[config.mk]
export PLATFORM = sky130hd
export DESIGN_NAME = rcoc_top
export DESIGN_NICKNAME = d
export VERILOG_FILES = /design/src/rcoc_sync.v /design/src/rcoc_cnt16.v /design/src/rcoc_top.v
export VERILOG_INCLUDE_DIRS = /design/src /design/src/src
export SDC_FILE = /design/constraint.sdc
export NUM_CORES = 1
export LEC_CHECK = 0
export BUFFER_PORTS_ARGS = -buffer_cell sky130_fd_sc_hd__buf_2
export CORE_UTILIZATION = 30
export DETAILED_ROUTE_END_ITERATION = 10
export SYNTH_ARGS = -nofsm -noshare
export SYNTH_HDL_FRONTEND = slang
export SYNTH_SLANG_ARGS = --single-unit
[constraint.sdc]
create_clock -name CLK -period 3.1 [get_ports CLK]
set_input_delay 0 -clock CLK [delete_from_list [all_inputs] [get_ports CLK]]
set_output_delay 0 -clock CLK [all_outputs]
set_load 0.05 [all_outputs]
[src/rcoc_defines.vh]
// Purpose: constants for the rc oscillation converter (two 16-bit up-counters)
// Assumes: 8-bit register port, system clock 125 MHz, one clock domain
// Notes: byte-wide registers sit at their own byte addresses
// Operation
// - two independent 16-bit up-counters, timer a and timer b
// - mode register bit 1 enables the converter function
// - timer b counts rc oscillator rising edges, timer a the selected internal clock
// - clock select bits 7:5, 000 system clock, 001 system clock / 4, others unused
// - mode bit 0 picks the interrupt source, 0 timer a, 1 timer b
// - selected overflow sets flag bit 4 of second_interrupt_control and interrupts
// - any overflow stops both counters and clears the count enable together
// - clock control bit 4 is the count enable
// - with count enable and mode bit 1 set timer b and, for clock select 000 or 001, timer a run from loaded values until overflow
// - low-byte write only fills the shared low byte buffer
// - high-byte write loads high byte and buffered low byte together
// - high-byte read returns high byte and latches low byte; low read returns buffer
// - while count enable is one the timer byte registers are locked
// - clock control bits 2:0 read zero, bit 3 is plain storage
// - mode bits 3:2 read zero, bits 7:4 plain storage
`ifndef RCOC_DEFINES_VH
`define RCOC_DEFINES_VH

// register addresses
`define RCOC_ADDR_TA_LO    8'h20
`define RCOC_ADDR_TA_HI    8'h21
`define RCOC_ADDR_CLK_CTRL 8'h22
`define RCOC_ADDR_TB_LO    8'h23
`define RCOC_ADDR_TB_HI    8'h24
`define RCOC_ADDR_MODE     8'h25
`define RCOC_ADDR_IRQ_STAT 8'h26
`define RCOC_ADDR_IRQ_MASK 8'h27

// clock control fields
`define RCOC_CC_SPARE      3
`define RCOC_CC_EN         4
`define RCOC_CC_SEL_LO     5
`define RCOC_CC_SEL_HI     7
`define RCOC_CC_RMASK      8'hf8
`define RCOC_CC_RST        8'h08

// mode fields
`define RCOC_MD_OVB        0
`define RCOC_MD_EN         1
`define RCOC_MD_RMASK      8'hf3
`define RCOC_MD_RST        8'h80
`define RCOC_MD_GP_LO      4
`define RCOC_MD_GP_HI      7

// interrupt status and mask layout
`define RCOC_ST_OVA        0
`define RCOC_ST_OVB        1
`define RCOC_ST_CONV       4
`define RCOC_ST_RMASK      8'h13
`define RCOC_ST_RST        8'h00

// timer a clock selection
`define RCOC_SEL_SYS       3'h0
`define RCOC_SEL_DIV4      3'h1
`define RCOC_PRE_LAST      2'h3
`define RCOC_PRE_RST       2'h0

// counter values
`define RCOC_CNT_MAX       16'hffff
`define RCOC_CNT_RST       16'h0000
`define RCOC_BYTE_RST      8'h00

`endif

[src/rcoc_sync.v]
// Purpose: brings the rc oscillator pin into the system clock domain
// Assumes: pin toggles well below a quarter of the system clock
// Notes: rise is a one-cycle pulse per accepted low-to-high change
`timescale 1ns/1ps
module rcoc_sync (
    // clock and reset
    input  wire clk,
    input  wire rst_n,
    // pin side
    input  wire pin,
    // system side
    output wire rise
);
    reg s1_q;
    reg s2_q;
    reg s3_q;
    reg level_q;

    // a change counts only once stages two and three agree
    always @(posedge clk or negedge rst_n) begin
        if (!rst_n) begin
            s1_q    <= 1'b0;
            s2_q    <= 1'b0;
            s3_q    <= 1'b0;
            level_q <= 1'b0;
        end else begin
            s1_q <= pin;
            s2_q <= s1_q;
            s3_q <= s2_q;
            if (s2_q == s3_q) begin
                level_q <= s3_q;
            end
        end
    end

    assign rise = (s2_q == s3_q) & s3_q & ~level_q;
endmodule

[src/rcoc_cnt16.v]
// Purpose: one 16-bit up-counter with parallel load
// Assumes: load and inc are never both wanted; load wins
// Notes: wrap flags the increment from all ones to zero in the same cycle
`timescale 1ns/1ps
`include "rcoc_defines.vh"
module rcoc_cnt16 (
    // clock and reset
    input  wire        clk,
    input  wire        rst_n,
    // control
    input  wire        load,
    input  wire [15:0] load_val,
    input  wire        inc,
    // state
    output wire [15:0] count,
    output wire        wrap
);
    reg [15:0] count_q;

    always @(posedge clk or negedge rst_n) begin
        if (!rst_n) begin
            count_q <= `RCOC_CNT_RST;
        end else if (load) begin
            count_q <= load_val;
        end else if (inc) begin
            count_q <= count_q + 16'h0001;
        end
    end

    assign count = count_q;
    assign wrap  = inc & ~load & (count_q == `RCOC_CNT_MAX);
endmodule

[src/rcoc_top.v]
// Purpose: rc oscillation converter, timer a against rc-clocked timer b
// Assumes: one system clock; rc oscillator arrives asynchronously on a pin
// Notes: timer bytes go through one shared low byte buffer
`timescale 1ns/1ps
`include "rcoc_defines.vh"
module rcoc_top (
    // clock and reset
    input  wire       CLK,
    input  wire       RST_N,
    // register port
    input  wire [7:0] ADDR,
    input  wire [7:0] WR_DATA,
    input  wire       WR_EN,
    input  wire       RD_EN,
    output reg  [7:0] RD_DATA,
    // external rc oscillator
    input  wire       RC_OSC,
    // interrupt
    output reg        IRQ
);
    // control and status registers
    reg  [2:0]  clk_sel_q;
    reg  [2:0]  clk_sel_d;
    reg         count_en_q;
    reg         count_en_d;
    reg         cc_spare_q;
    reg         cc_spare_d;
    reg         ovf_src_q;
    reg         ovf_src_d;
    reg         mode_en_q;
    reg         mode_en_d;
    reg  [3:0]  mode_gp_q;
    reg  [3:0]  mode_gp_d;
    reg  [7:0]  irq_stat_q;
    reg  [7:0]  irq_stat_d;
    reg  [7:0]  irq_mask_q;
    reg  [7:0]  irq_mask_d;
    reg  [7:0]  low_buf_q;
    reg  [7:0]  low_buf_d;
    reg  [1:0]  pre_q;
    reg  [1:0]  pre_d;
    reg  [7:0]  rd_d;

    // event and load wiring
    wire        rc_rise;
    wire        counting;
    wire        tick_a;
    wire        tick_b;
    wire        wrap_a;
    wire        wrap_b;
    wire        stop;
    wire        locked;
    wire        load_a;
    wire        load_b;
    wire [15:0] cnt_a;
    wire [15:0] cnt_b;
    wire [15:0] load_val;
    wire [7:0]  stat_set;
    wire [7:0]  stat_clr;
    wire        wr_cc;
    wire        wr_md;

    // reset images of the two control registers, split into their fields on reset
    localparam [7:0] cc_rst_img = `RCOC_CC_RST;
    localparam [7:0] md_rst_img = `RCOC_MD_RST;

    // address match used by the write decode
    function hit;
        input [7:0] a;
        input [7:0] match;
        begin
            hit = (a == match);
        end
    endfunction

    // timer byte registers are reachable only while count enable is off
    function timer_ok;
        input [7:0] a;
        input [7:0] match;
        input       lock;
        begin
            timer_ok = (a == match) & ~lock;
        end
    endfunction

    rcoc_sync u_sync (
        .clk   (CLK),
        .rst_n (RST_N),
        .pin   (RC_OSC),
        .rise  (rc_rise)
    );

    assign locked   = count_en_q;
    assign counting = count_en_q & mode_en_q;

    // the prescaler only matters in the /4 setting; codes other than 000 and 001 never tick
    assign tick_a = counting &
                    ((clk_sel_q == `RCOC_SEL_SYS) |
                     ((clk_sel_q == `RCOC_SEL_DIV4) & (pre_q == `RCOC_PRE_LAST)));
    assign tick_b = counting & rc_rise;

    assign load_val = {WR_DATA, low_buf_q};
    assign load_a   = WR_EN & timer_ok(ADDR, `RCOC_ADDR_TA_HI, locked);
    assign load_b   = WR_EN & timer_ok(ADDR, `RCOC_ADDR_TB_HI, locked);

    rcoc_cnt16 u_timer_a (
        .clk      (CLK),
        .rst_n    (RST_N),
        .load     (load_a),
        .load_val (load_val),
        .inc      (tick_a),
        .count    (cnt_a),
        .wrap     (wrap_a)
    );

    rcoc_cnt16 u_timer_b (
        .clk      (CLK),
        .rst_n    (RST_N),
        .load     (load_b),
        .load_val (load_val),
        .inc      (tick_b),
        .count    (cnt_b),
        .wrap     (wrap_b)
    );

    // either wrap halts both timers at once
    assign stop = wrap_a | wrap_b;

    assign wr_cc = WR_EN & hit(ADDR, `RCOC_ADDR_CLK_CTRL);
    assign wr_md = WR_EN & hit(ADDR, `RCOC_ADDR_MODE);

    assign stat_set = {3'b000,
                       (ovf_src_q ? wrap_b : wrap_a),
                       2'b00,
                       wrap_b,
                       wrap_a};
    assign stat_clr = (WR_EN & hit(ADDR, `RCOC_ADDR_IRQ_STAT)) ?
                      (WR_DATA & `RCOC_ST_RMASK) : `RCOC_ST_RST;

    // clock control next state
    always @* begin
        clk_sel_d  = clk_sel_q;
        count_en_d = count_en_q;
        cc_spare_d = cc_spare_q;
        if (wr_cc) begin
            clk_sel_d  = WR_DATA[`RCOC_CC_SEL_HI:`RCOC_CC_SEL_LO];
            count_en_d = WR_DATA[`RCOC_CC_EN];
            cc_spare_d = WR_DATA[`RCOC_CC_SPARE];
        end
        // hardware clear beats a same-cycle software write
        if (stop) begin
            count_en_d = 1'b0;
        end
    end

    // mode register next state
    always @* begin
        ovf_src_d = ovf_src_q;
        mode_en_d = mode_en_q;
        mode_gp_d = mode_gp_q;
        if (wr_md) begin
            ovf_src_d = WR_DATA[`RCOC_MD_OVB];
            mode_en_d = WR_DATA[`RCOC_MD_EN];
            mode_gp_d = WR_DATA[`RCOC_MD_GP_HI:`RCOC_MD_GP_LO];
        end
    end

    // interrupt status: a set in the clearing cycle survives
    always @* begin
        irq_stat_d = (irq_stat_q & ~stat_clr) | stat_set;
        irq_mask_d = irq_mask_q;
        if (WR_EN & hit(ADDR, `RCOC_ADDR_IRQ_MASK)) begin
            irq_mask_d = WR_DATA & `RCOC_ST_RMASK;
        end
    end

    // divide-by-four restarts with each run so the first tick is a full period
    always @* begin
        if (counting) begin
            pre_d = pre_q + 2'h1;
        end else begin
            pre_d = `RCOC_PRE_RST;
        end
    end

    // shared low byte buffer
    always @* begin
        low_buf_d = low_buf_q;
        if (WR_EN & (timer_ok(ADDR, `RCOC_ADDR_TA_LO, locked) |
                     timer_ok(ADDR, `RCOC_ADDR_TB_LO, locked))) begin
            low_buf_d = WR_DATA;
        end
        if (RD_EN & timer_ok(ADDR, `RCOC_ADDR_TA_HI, locked)) begin
            low_buf_d = cnt_a[7:0];
        end
        if (RD_EN & timer_ok(ADDR, `RCOC_ADDR_TB_HI, locked)) begin
            low_buf_d = cnt_b[7:0];
        end
    end

    // read mux; locked timer bytes and unmapped addresses answer zero
    always @* begin
        rd_d = `RCOC_BYTE_RST;
        if (RD_EN) begin
            case (ADDR)
                `RCOC_ADDR_TA_LO: begin
                    if (!locked) begin
                        rd_d = low_buf_q;
                    end
                end
                `RCOC_ADDR_TA_HI: begin
                    if (!locked) begin
                        rd_d = cnt_a[15:8];
                    end
                end
                `RCOC_ADDR_TB_LO: begin
                    if (!locked) begin
                        rd_d = low_buf_q;
                    end
                end
                `RCOC_ADDR_TB_HI: begin
                    if (!locked) begin
                        rd_d = cnt_b[15:8];
                    end
                end
                `RCOC_ADDR_CLK_CTRL: begin
                    rd_d = {clk_sel_q, count_en_q, cc_spare_q, 3'b000} &
                           `RCOC_CC_RMASK;
                end
                `RCOC_ADDR_MODE: begin
                    rd_d = {mode_gp_q, 2'b00, mode_en_q, ovf_src_q} &
                           `RCOC_MD_RMASK;
                end
                `RCOC_ADDR_IRQ_STAT: begin
                    rd_d = irq_stat_q;
                end
                `RCOC_ADDR_IRQ_MASK: begin
                    rd_d = irq_mask_q;
                end
                default: begin
                    rd_d = `RCOC_BYTE_RST;
                end
            endcase
        end
    end

    // all state registers
    always @(posedge CLK or negedge RST_N) begin
        if (!RST_N) begin
            clk_sel_q  <= cc_rst_img[`RCOC_CC_SEL_HI:`RCOC_CC_SEL_LO];
            count_en_q <= cc_rst_img[`RCOC_CC_EN];
            cc_spare_q <= cc_rst_img[`RCOC_CC_SPARE];
            ovf_src_q  <= md_rst_img[`RCOC_MD_OVB];
            mode_en_q  <= md_rst_img[`RCOC_MD_EN];
            mode_gp_q  <= md_rst_img[`RCOC_MD_GP_HI:`RCOC_MD_GP_LO];
            irq_stat_q <= `RCOC_ST_RST;
            irq_mask_q <= `RCOC_ST_RST;
            low_buf_q  <= `RCOC_BYTE_RST;
            pre_q      <= `RCOC_PRE_RST;
            RD_DATA    <= `RCOC_BYTE_RST;
            IRQ        <= 1'b0;
        end else begin
            clk_sel_q  <= clk_sel_d;
            count_en_q <= count_en_d;
            cc_spare_q <= cc_spare_d;
            ovf_src_q  <= ovf_src_d;
            mode_en_q  <= mode_en_d;
            mode_gp_q  <= mode_gp_d;
            irq_stat_q <= irq_stat_d;
            irq_mask_q <= irq_mask_d;
            low_buf_q  <= low_buf_d;
            pre_q      <= pre_d;
            RD_DATA    <= rd_d;
            // level output follows the next status so it tracks without lag
            IRQ        <= |(irq_stat_d & irq_mask_d);
        end
    end
endmodule

# --- Word level (Yosys, flattened, before mapping) ---
# Cells that the tools add are included.
totals:
  register_bits: 82
  in_bits: 21
  out_inout_bits: 9
  elab_cells: 93
classes:
  n_addsub: 3
  n_eq_ne: 13
  mux: 18
  bitwise_logic: 34
  reduce_logical: 7
op_table:
  columns: ["op", "n"]
  rows:
  - ["$eq 8x6->1 const B", 8]
  - ["$mux 16", 4]
  - ["$mux 8", 8]
  - ["$pmux 8 s7", 1]
  - ["$add 16x1->16 const B", 2]
  - ["$eq 16x16->1 const B", 2]
  - ["$and 1x1->1", 23]
  - ["$and 8x8->8", 2]
  - ["$not 5->8", 1]
  - ["$or 8x5->8", 1]
  - ["$reduce_or 8->1", 1]
  - ["$reduce_bool 2->1", 3]
  - ["$mux 5", 1]
  - ["$not 1->1", 4]
  - ["$eq 3x1->1 const B", 1]
  - ["$logic_not 3->1", 1]
  - ["$mux 1", 3]
  - ["$or 1x1->1", 3]
  - ["$reduce_bool 3->1", 1]
  - ["$add 2x1->2 const B", 1]
  - ["$eq 2x2->1 const B", 1]
  - ["$mux 2", 1]
  - ["$reduce_or 2->1", 1]
  - ["$eq 1x1->1", 1]

# --- Depth between registers and ports, before layout ---
depth:
  depth_word: 10
  depth_mapped: 8
  mapped_depth_nobuf: 6

# --- Hierarchy ---
# Synthesis repeated with hierarchy kept, for this count alone.
hier_totals:
  hier_cells: 398
  area_unflattened_um2: 3968.8
by_module_without_submodules:
  columns: ["module", "n_inst", "cells_per_inst", "area_each_um2", "seq_area_each_um2"]
  rows:
  - ["rcoc_top", 1, 201, 2070.7, 903.4]
  - ["rcoc_cnt16", 2, 95, 882.1, 400.4]
  - ["rcoc_sync", 1, 7, 133.9, 100.1]

# --- Worst setup path after synthesis ---
# No wires, ideal clock.
synth_path:
  path_type: "register to register"
  from: "register clk_sel_q[2]"
  to: "register u_timer_a.count_q[15] (netlist: u_timer_a.count[15])"
  setup_time_ns: 0.066
  arrival_ns: 2.067
  required_time_ns: 3.034
  setup_slack_ns: 0.967
  path_stages_with_launch: 7
  path_buffers: 1
  period_less_slack_ns: 2.133
  cell_sequence: "dfrtp_1 -> nand4bb_1 -> or2_2 -> clkbuf_1 -> or4b_2 -> o32a_1 -> nand2_1"
synth_via:
  elab_chain_len: 5
  word_cells_on_any_way: 6
  cone_classes: "eq/ne (1); bitwise (3); reduce/logical (2)"
synth_rtl:
  columns: ["element", "line_no", "text"]
  rows:
  - ["start: declaration", "rcoc_top.v:22", "reg [2:0] clk_sel_q;"]
  - ["start signal: assignment", "rcoc_top.v:250", "clk_sel_q <= cc_rst_img[`RCOC_CC_SEL_HI:`RCOC_CC_SEL_LO];"]
  - ["start signal: assignment", "rcoc_top.v:263", "clk_sel_q <= clk_sel_d;"]
  - ["$eq 3x1->1 (no line)", null, null]
  - ["$and 1x1->1", "rcoc_top.v:99", "((clk_sel_q == `RCOC_SEL_DIV4) & (pre_q == `RCOC_PRE_LAST)));"]
  - ["$or 1x1->1 (*)", "rcoc_top.v:98", "((clk_sel_q == `RCOC_SEL_SYS) |"]
  - ["$and 1x1->1 (*)", "rcoc_top.v:97", "assign tick_a = counting &"]
  - ["$reduce_bool 2->1 (no line) (*)", null, null]
  - ["end signal: assignment", "rcoc_cnt16.v:22", "count_q <= `RCOC_CNT_RST;"]
  - ["end signal: assignment", "rcoc_cnt16.v:24", "count_q <= load_val;"]
  - ["end signal: assignment", "rcoc_cnt16.v:26", "count_q <= count_q + 16'h0001;"]
  - ["end: declaration", "rcoc_cnt16.v:18", "reg [15:0] count_q;"]
# Mark *: on every way between the ends. The rest lies on a longest branch, timed or not.
# A chain may end at the register's enable or synchronous reset.

# --- Worst setup path in the final report ---
layout_path:
  from: "register count_en_q"
  to: "register IRQ"
layout_via:
  elab_chain_len: 10
  word_cells_on_any_way: 18
  cone_classes: "mux (1); bitwise (16); reduce/logical (1)"
layout_rtl:
  columns: ["element", "line_no", "text"]
  rows:
  - ["start: declaration", "rcoc_top.v:24", "reg count_en_q;"]
  - ["start signal: assignment", "rcoc_top.v:251", "count_en_q <= cc_rst_img[`RCOC_CC_EN];"]
  - ["start signal: assignment", "rcoc_top.v:264", "count_en_q <= count_en_d;"]
  - ["$not 1->1", "rcoc_top.v:82", "timer_ok = (a == match) & ~lock;"]
  - ["$and 1x1->1", "rcoc_top.v:82", null]
  - ["$and 1x1->1 (on tied branches)", "rcoc_top.v:103, rcoc_top.v:104", null]
  - ["$not 1->1", "rcoc_cnt16.v:31", "assign wrap = inc & ~load & (count_q == `RCOC_CNT_MAX);"]
  - ["$and 1x1->1 (2 in series)", "rcoc_cnt16.v:31", null]
  - ["$mux 1", "rcoc_top.v:133", "(ovf_src_q ? wrap_b : wrap_a),"]
  - ["$or 8x5->8 (*)", "rcoc_top.v:170", "irq_stat_d = (irq_stat_q & ~stat_clr) | stat_set;"]
  - ["$and 8x8->8 (*)", "rcoc_top.v:275", "IRQ <= |(irq_stat_d & irq_mask_d);"]
  - ["$reduce_or 8->1 (*)", "rcoc_top.v:275", null]
  - ["end signal: assignment", "rcoc_top.v:275", null]
  - ["end: declaration", "rcoc_top.v:19", "output reg IRQ"]
# Marks and branches as above.

==> results.sh <==
export IMPL_status="finished, final reports clean"
export IMPL_path_max_fanout=11
export IMPL_design_power_total_uw=2450
export IMPL_ant_nets=0
export IMPL_slowest_delay_ns=0.76
export IMPL_clockPowerShare_pct=46.4
export IMPL_firstDrtPassIters=5
export IMPL_gp_congestion=0.893
export IMPL_r2r_slack_ns=0.74
export IMPL_cp_start_kind="flop"
export IMPL_antenna_found_initial=0
export IMPL_layout_area_overhead_vs_synth_pct=16.9
export IMPL_maxCapViolations=0
export IMPL_portBuffers=29
export IMPL_r2r_cells=5
export IMPL_crit_end="IRQ$_DFF_PN0_"
export IMPL_worstMarginPinSlew_ns=0.910
export IMPL_ys_flop_type="dfrtp_1"
export IMPL_cts_resized=0
export IMPL_r2r_end="IRQ$_DFF_PN0_"
export IMPL_grt_ovfl_total=0
export IMPL_drive_gt1_share_pct=18.0
export IMPL_crit_start="count_en_q$_DFFE_PN0P_"
export IMPL_dieArea_um2=13500
export IMPL_fin_crit_sh_pct=76.1
export IMPL_die_h_um=116
export IMPL_multiInputGateArea_um2=1970
export IMPL_drc=0
export IMPL_synth_fp_nets=434
export IMPL_viasPerCell=5.38
export IMPL_cts_buffer_depth=2
export IMPL_finalHoldViolations=0
export IMPL_wire_per_inst_um=17.7
export IMPL_final_setup_viol_count=0
export IMPL_power_switching_uw=610
export IMPL_yosys_area_top_type="dfrtp_1"
export IMPL_syn_inst=409
export IMPL_cp_slowest_cell="nor3_1"
export IMPL_fin_crit_ns=2.36
export IMPL_syn_avg_cell_area_um2=9.57
export IMPL_grt_pass1_wl_mm=17.2
export IMPL_rows=41
export IMPL_grt_max_degree=73
export IMPL_yosysTopAreaCellShare_pct=44.7
export IMPL_fin_skew_ns=0.00736
export IMPL_vias=3315
export IMPL_yosysUniqueCellTypes=57
export IMPL_seq_power_share_pct=44.2
export IMPL_seq_area_frac_synth_pct=46.1
export IMPL_pwr_share_comb_pct=9.5
export IMPL_fin_tns_setup_ns=0
export IMPL_ys_ff_latch=72
export IMPL_worstSetupEndpointType="flop"
export IMPL_p_int_uw=1840
export IMPL_switching_share_pct=24.9
export IMPL_root_buffer="clkbuf_16"
export IMPL_powerDensity_nw_per_um2=536
export IMPL_post_cts_setup_buffer_count=0
export IMPL_cp_arrival_ns=2.63
export IMPL_postCtsHoldBufs=5
export IMPL_post_route_util_pct=36.1
export IMPL_register_area_um2=1800
export IMPL_rsz0062_at_grt="false"
export IMPL_hpwl_mm=7.76
export IMPL_wl_mm=10.9
export IMPL_clk_latency_ns=0.34
export IMPL_ys_warn_count=0
export IMPL_whs_ns=0.00923
export IMPL_cts_max_level=3
export IMPL_synth_area_top_cells="dfrtp_1, nand2_1, nand3_1, o21ai_0, mux2_2"
export IMPL_core_area_um2=12700
export IMPL_synthArstFlopShare_pct=100
export IMPL_relSlewSlack_pct=39.4
export IMPL_diodes=0
export IMPL_p_leak_uw=0.00185
export IMPL_pin_count=30
export IMPL_synth_enable_flop_cells=0
export IMPL_grt_pass1_vias=3111
export IMPL_nets=464
export IMPL_grt_use_total_pct=17.1
export IMPL_r2r_start="count_en_q$_DFFE_PN0P_"
export IMPL_die_w_um=116
export IMPL_syn_area_um2=3920
export IMPL_cts_buffers=9
export IMPL_cts_sinks=72
export IMPL_cp_cell_sequence="nand4b_1, nor3_1, nand3_1, a21boi_0, a221o_1"
export IMPL_drt_initial_drc_count=331
export IMPL_final_max_slew_viol_count=0
export IMPL_num_fill_cells=1288
export IMPL_cts_tree="yes"
export IMPL_ir_drop_uv=266
export IMPL_worstSetupPathType="flop to flop"
export IMPL_cp_required_ns=3.37
export IMPL_start_util_pct=30.9
export IMPL_clkTransAtPathRegs_ns=0.06
export IMPL_hold_path_class="input port to flop"
export IMPL_max_freq_ghz=0.424
[area by class of cell]
| type | instances | share of cell area, % |
|---|---|---|
| multi-input combinational | 310 | 43.0 |
| sequential | 72 | 39.4 |
| clock buffer | 11 | 5.52 |
| timing repair buffer | 38 | 4.98 |
| tap | 172 | 4.70 |
| clock inverter | 5 | 1.72 |
| inverter | 8 | 0.656 |
[how the worst min path moves through the flow]
stage | to | depth (start not counted) | start
floorplan | IRQ$_DFF_PN0_ | 0 | RST_N
global placement | u_sync.s1_q$_DFF_PN0_ | 1 | RC_OSC
detailed placement | u_sync.s1_q$_DFF_PN0_ | 1 | RC_OSC
CTS | u_timer_b.count[11]$_DFFE_PN0P_ | 3 | WR_DATA[3]
global route | u_timer_b.count[11]$_DFFE_PN0P_ | 3 | WR_DATA[3]
finish | u_timer_b.count[11]$_DFFE_PN0P_ | 3 | WR_DATA[3]
[cells in the mapped netlist, types with 3 or more instances]
cell type  number
xor2_1          8
o21ai_0        30
nand3_1        35
clkbuf_1       13
nand2b_1        3
o211ai_1        5
or3_2           3
buf_6           3
a21o_1          3
a21oi_1        25
a32oi_1         6
a221o_1        13
dfrtp_1        70
nor4_1          3
inv_1           8
mux2i_1         4
nor2_1         22
nand4b_1        3
mux2_2         13
nand4_1         7
nor3_1         10
a22oi_1         9
ha_1            4
and3_1          4
nand2_1        58
xnor2_1         8
[worst max-delay path: cells and delay by family (launching register included)]
family           cells  cell delay, ns
AND/OR/NAND/NOR      3            1.39
AO/OA/AOI/OAI        2            0.36
flip-flops           1            0.54
[logic make-up after synthesis]
group,after synthesis,synth area share [%]
AND/OR/NAND/NOR,171,23.3
AO/OA/AOI/OAI,102,17.3
flip-flops,72,46.1
buffers and inverters,27,3.68
multiplexers,17,4.76
XOR/XNOR,16,3.58
adder cells (fa/ha/maj),4,1.28
[routing by layer]
metal  wire (um)  global-route usage, %
met5           0                      0
met3         713                   4.15
met1        5010                   23.9
met2        4900                   25.4
met4         276                   6.75
[layout by cell type, fill, tap and decap left out, drive strengths merged, types with 3 or more instances in the layout]
cell type / synthesis / routed
dlygate4sd3: 0 / 5
a21oi: 25 / 25
buf: 4 / 33
xor2: 8 / 8
nor2b: 3 / 3
xnor2: 8 / 8
nand4: 7 / 7
a21o: 3 / 3
nor4: 5 / 5
mux2i: 4 / 4
and3: 4 / 4
dfrtp: 70 / 70
nand3b: 3 / 3
nor3: 12 / 12
nand3: 35 / 35
nand2: 59 / 59
a221o: 13 / 13
ha: 4 / 4
mux2: 13 / 13
o211ai: 5 / 5
nor2: 22 / 22
inv: 8 / 8
a22oi: 9 / 9
o21ai: 30 / 30
nand4b: 3 / 3
clkinv: 0 / 3
clkbuf: 15 / 11
nand2b: 3 / 3
or3: 4 / 4
a32oi: 6 / 6
[metrics by stage]
step,setup slack (ns),cells,instance area (um^2)
2_1_floorplan,0.967,409,3920
3_3_place_gp,0.886,595,4190
3_5_place_dp,0.824,595,4190
4_1_cts,0.796,616,4580
5_1_grt,0.544,616,4580
6_report,0.742,616,4580
[state kept, by name, indices dropped and copies added, names as in the netlist, 2 cells and up]
signal and count:
irq_stat_q 3, pre_q 2, u_timer_a.count 16, clk_sel_q 3, mode_gp_q 4, irq_mask_q 3
RD_DATA 8, low_buf_q 8, u_timer_b.count 16
[power groups by stage]
stage	sequential, uW	clock, uW	combinational [uW]
4_1_cts	1080	1150	233
5_1_grt	1090	1190	258
6_report	1080	1140	232
3_5_place_dp	1100	0	227
2_1_floorplan	1070	0	147
3_3_place_gp	1100	0	223
No activity file was read; power rests on OpenSTA's default activity.
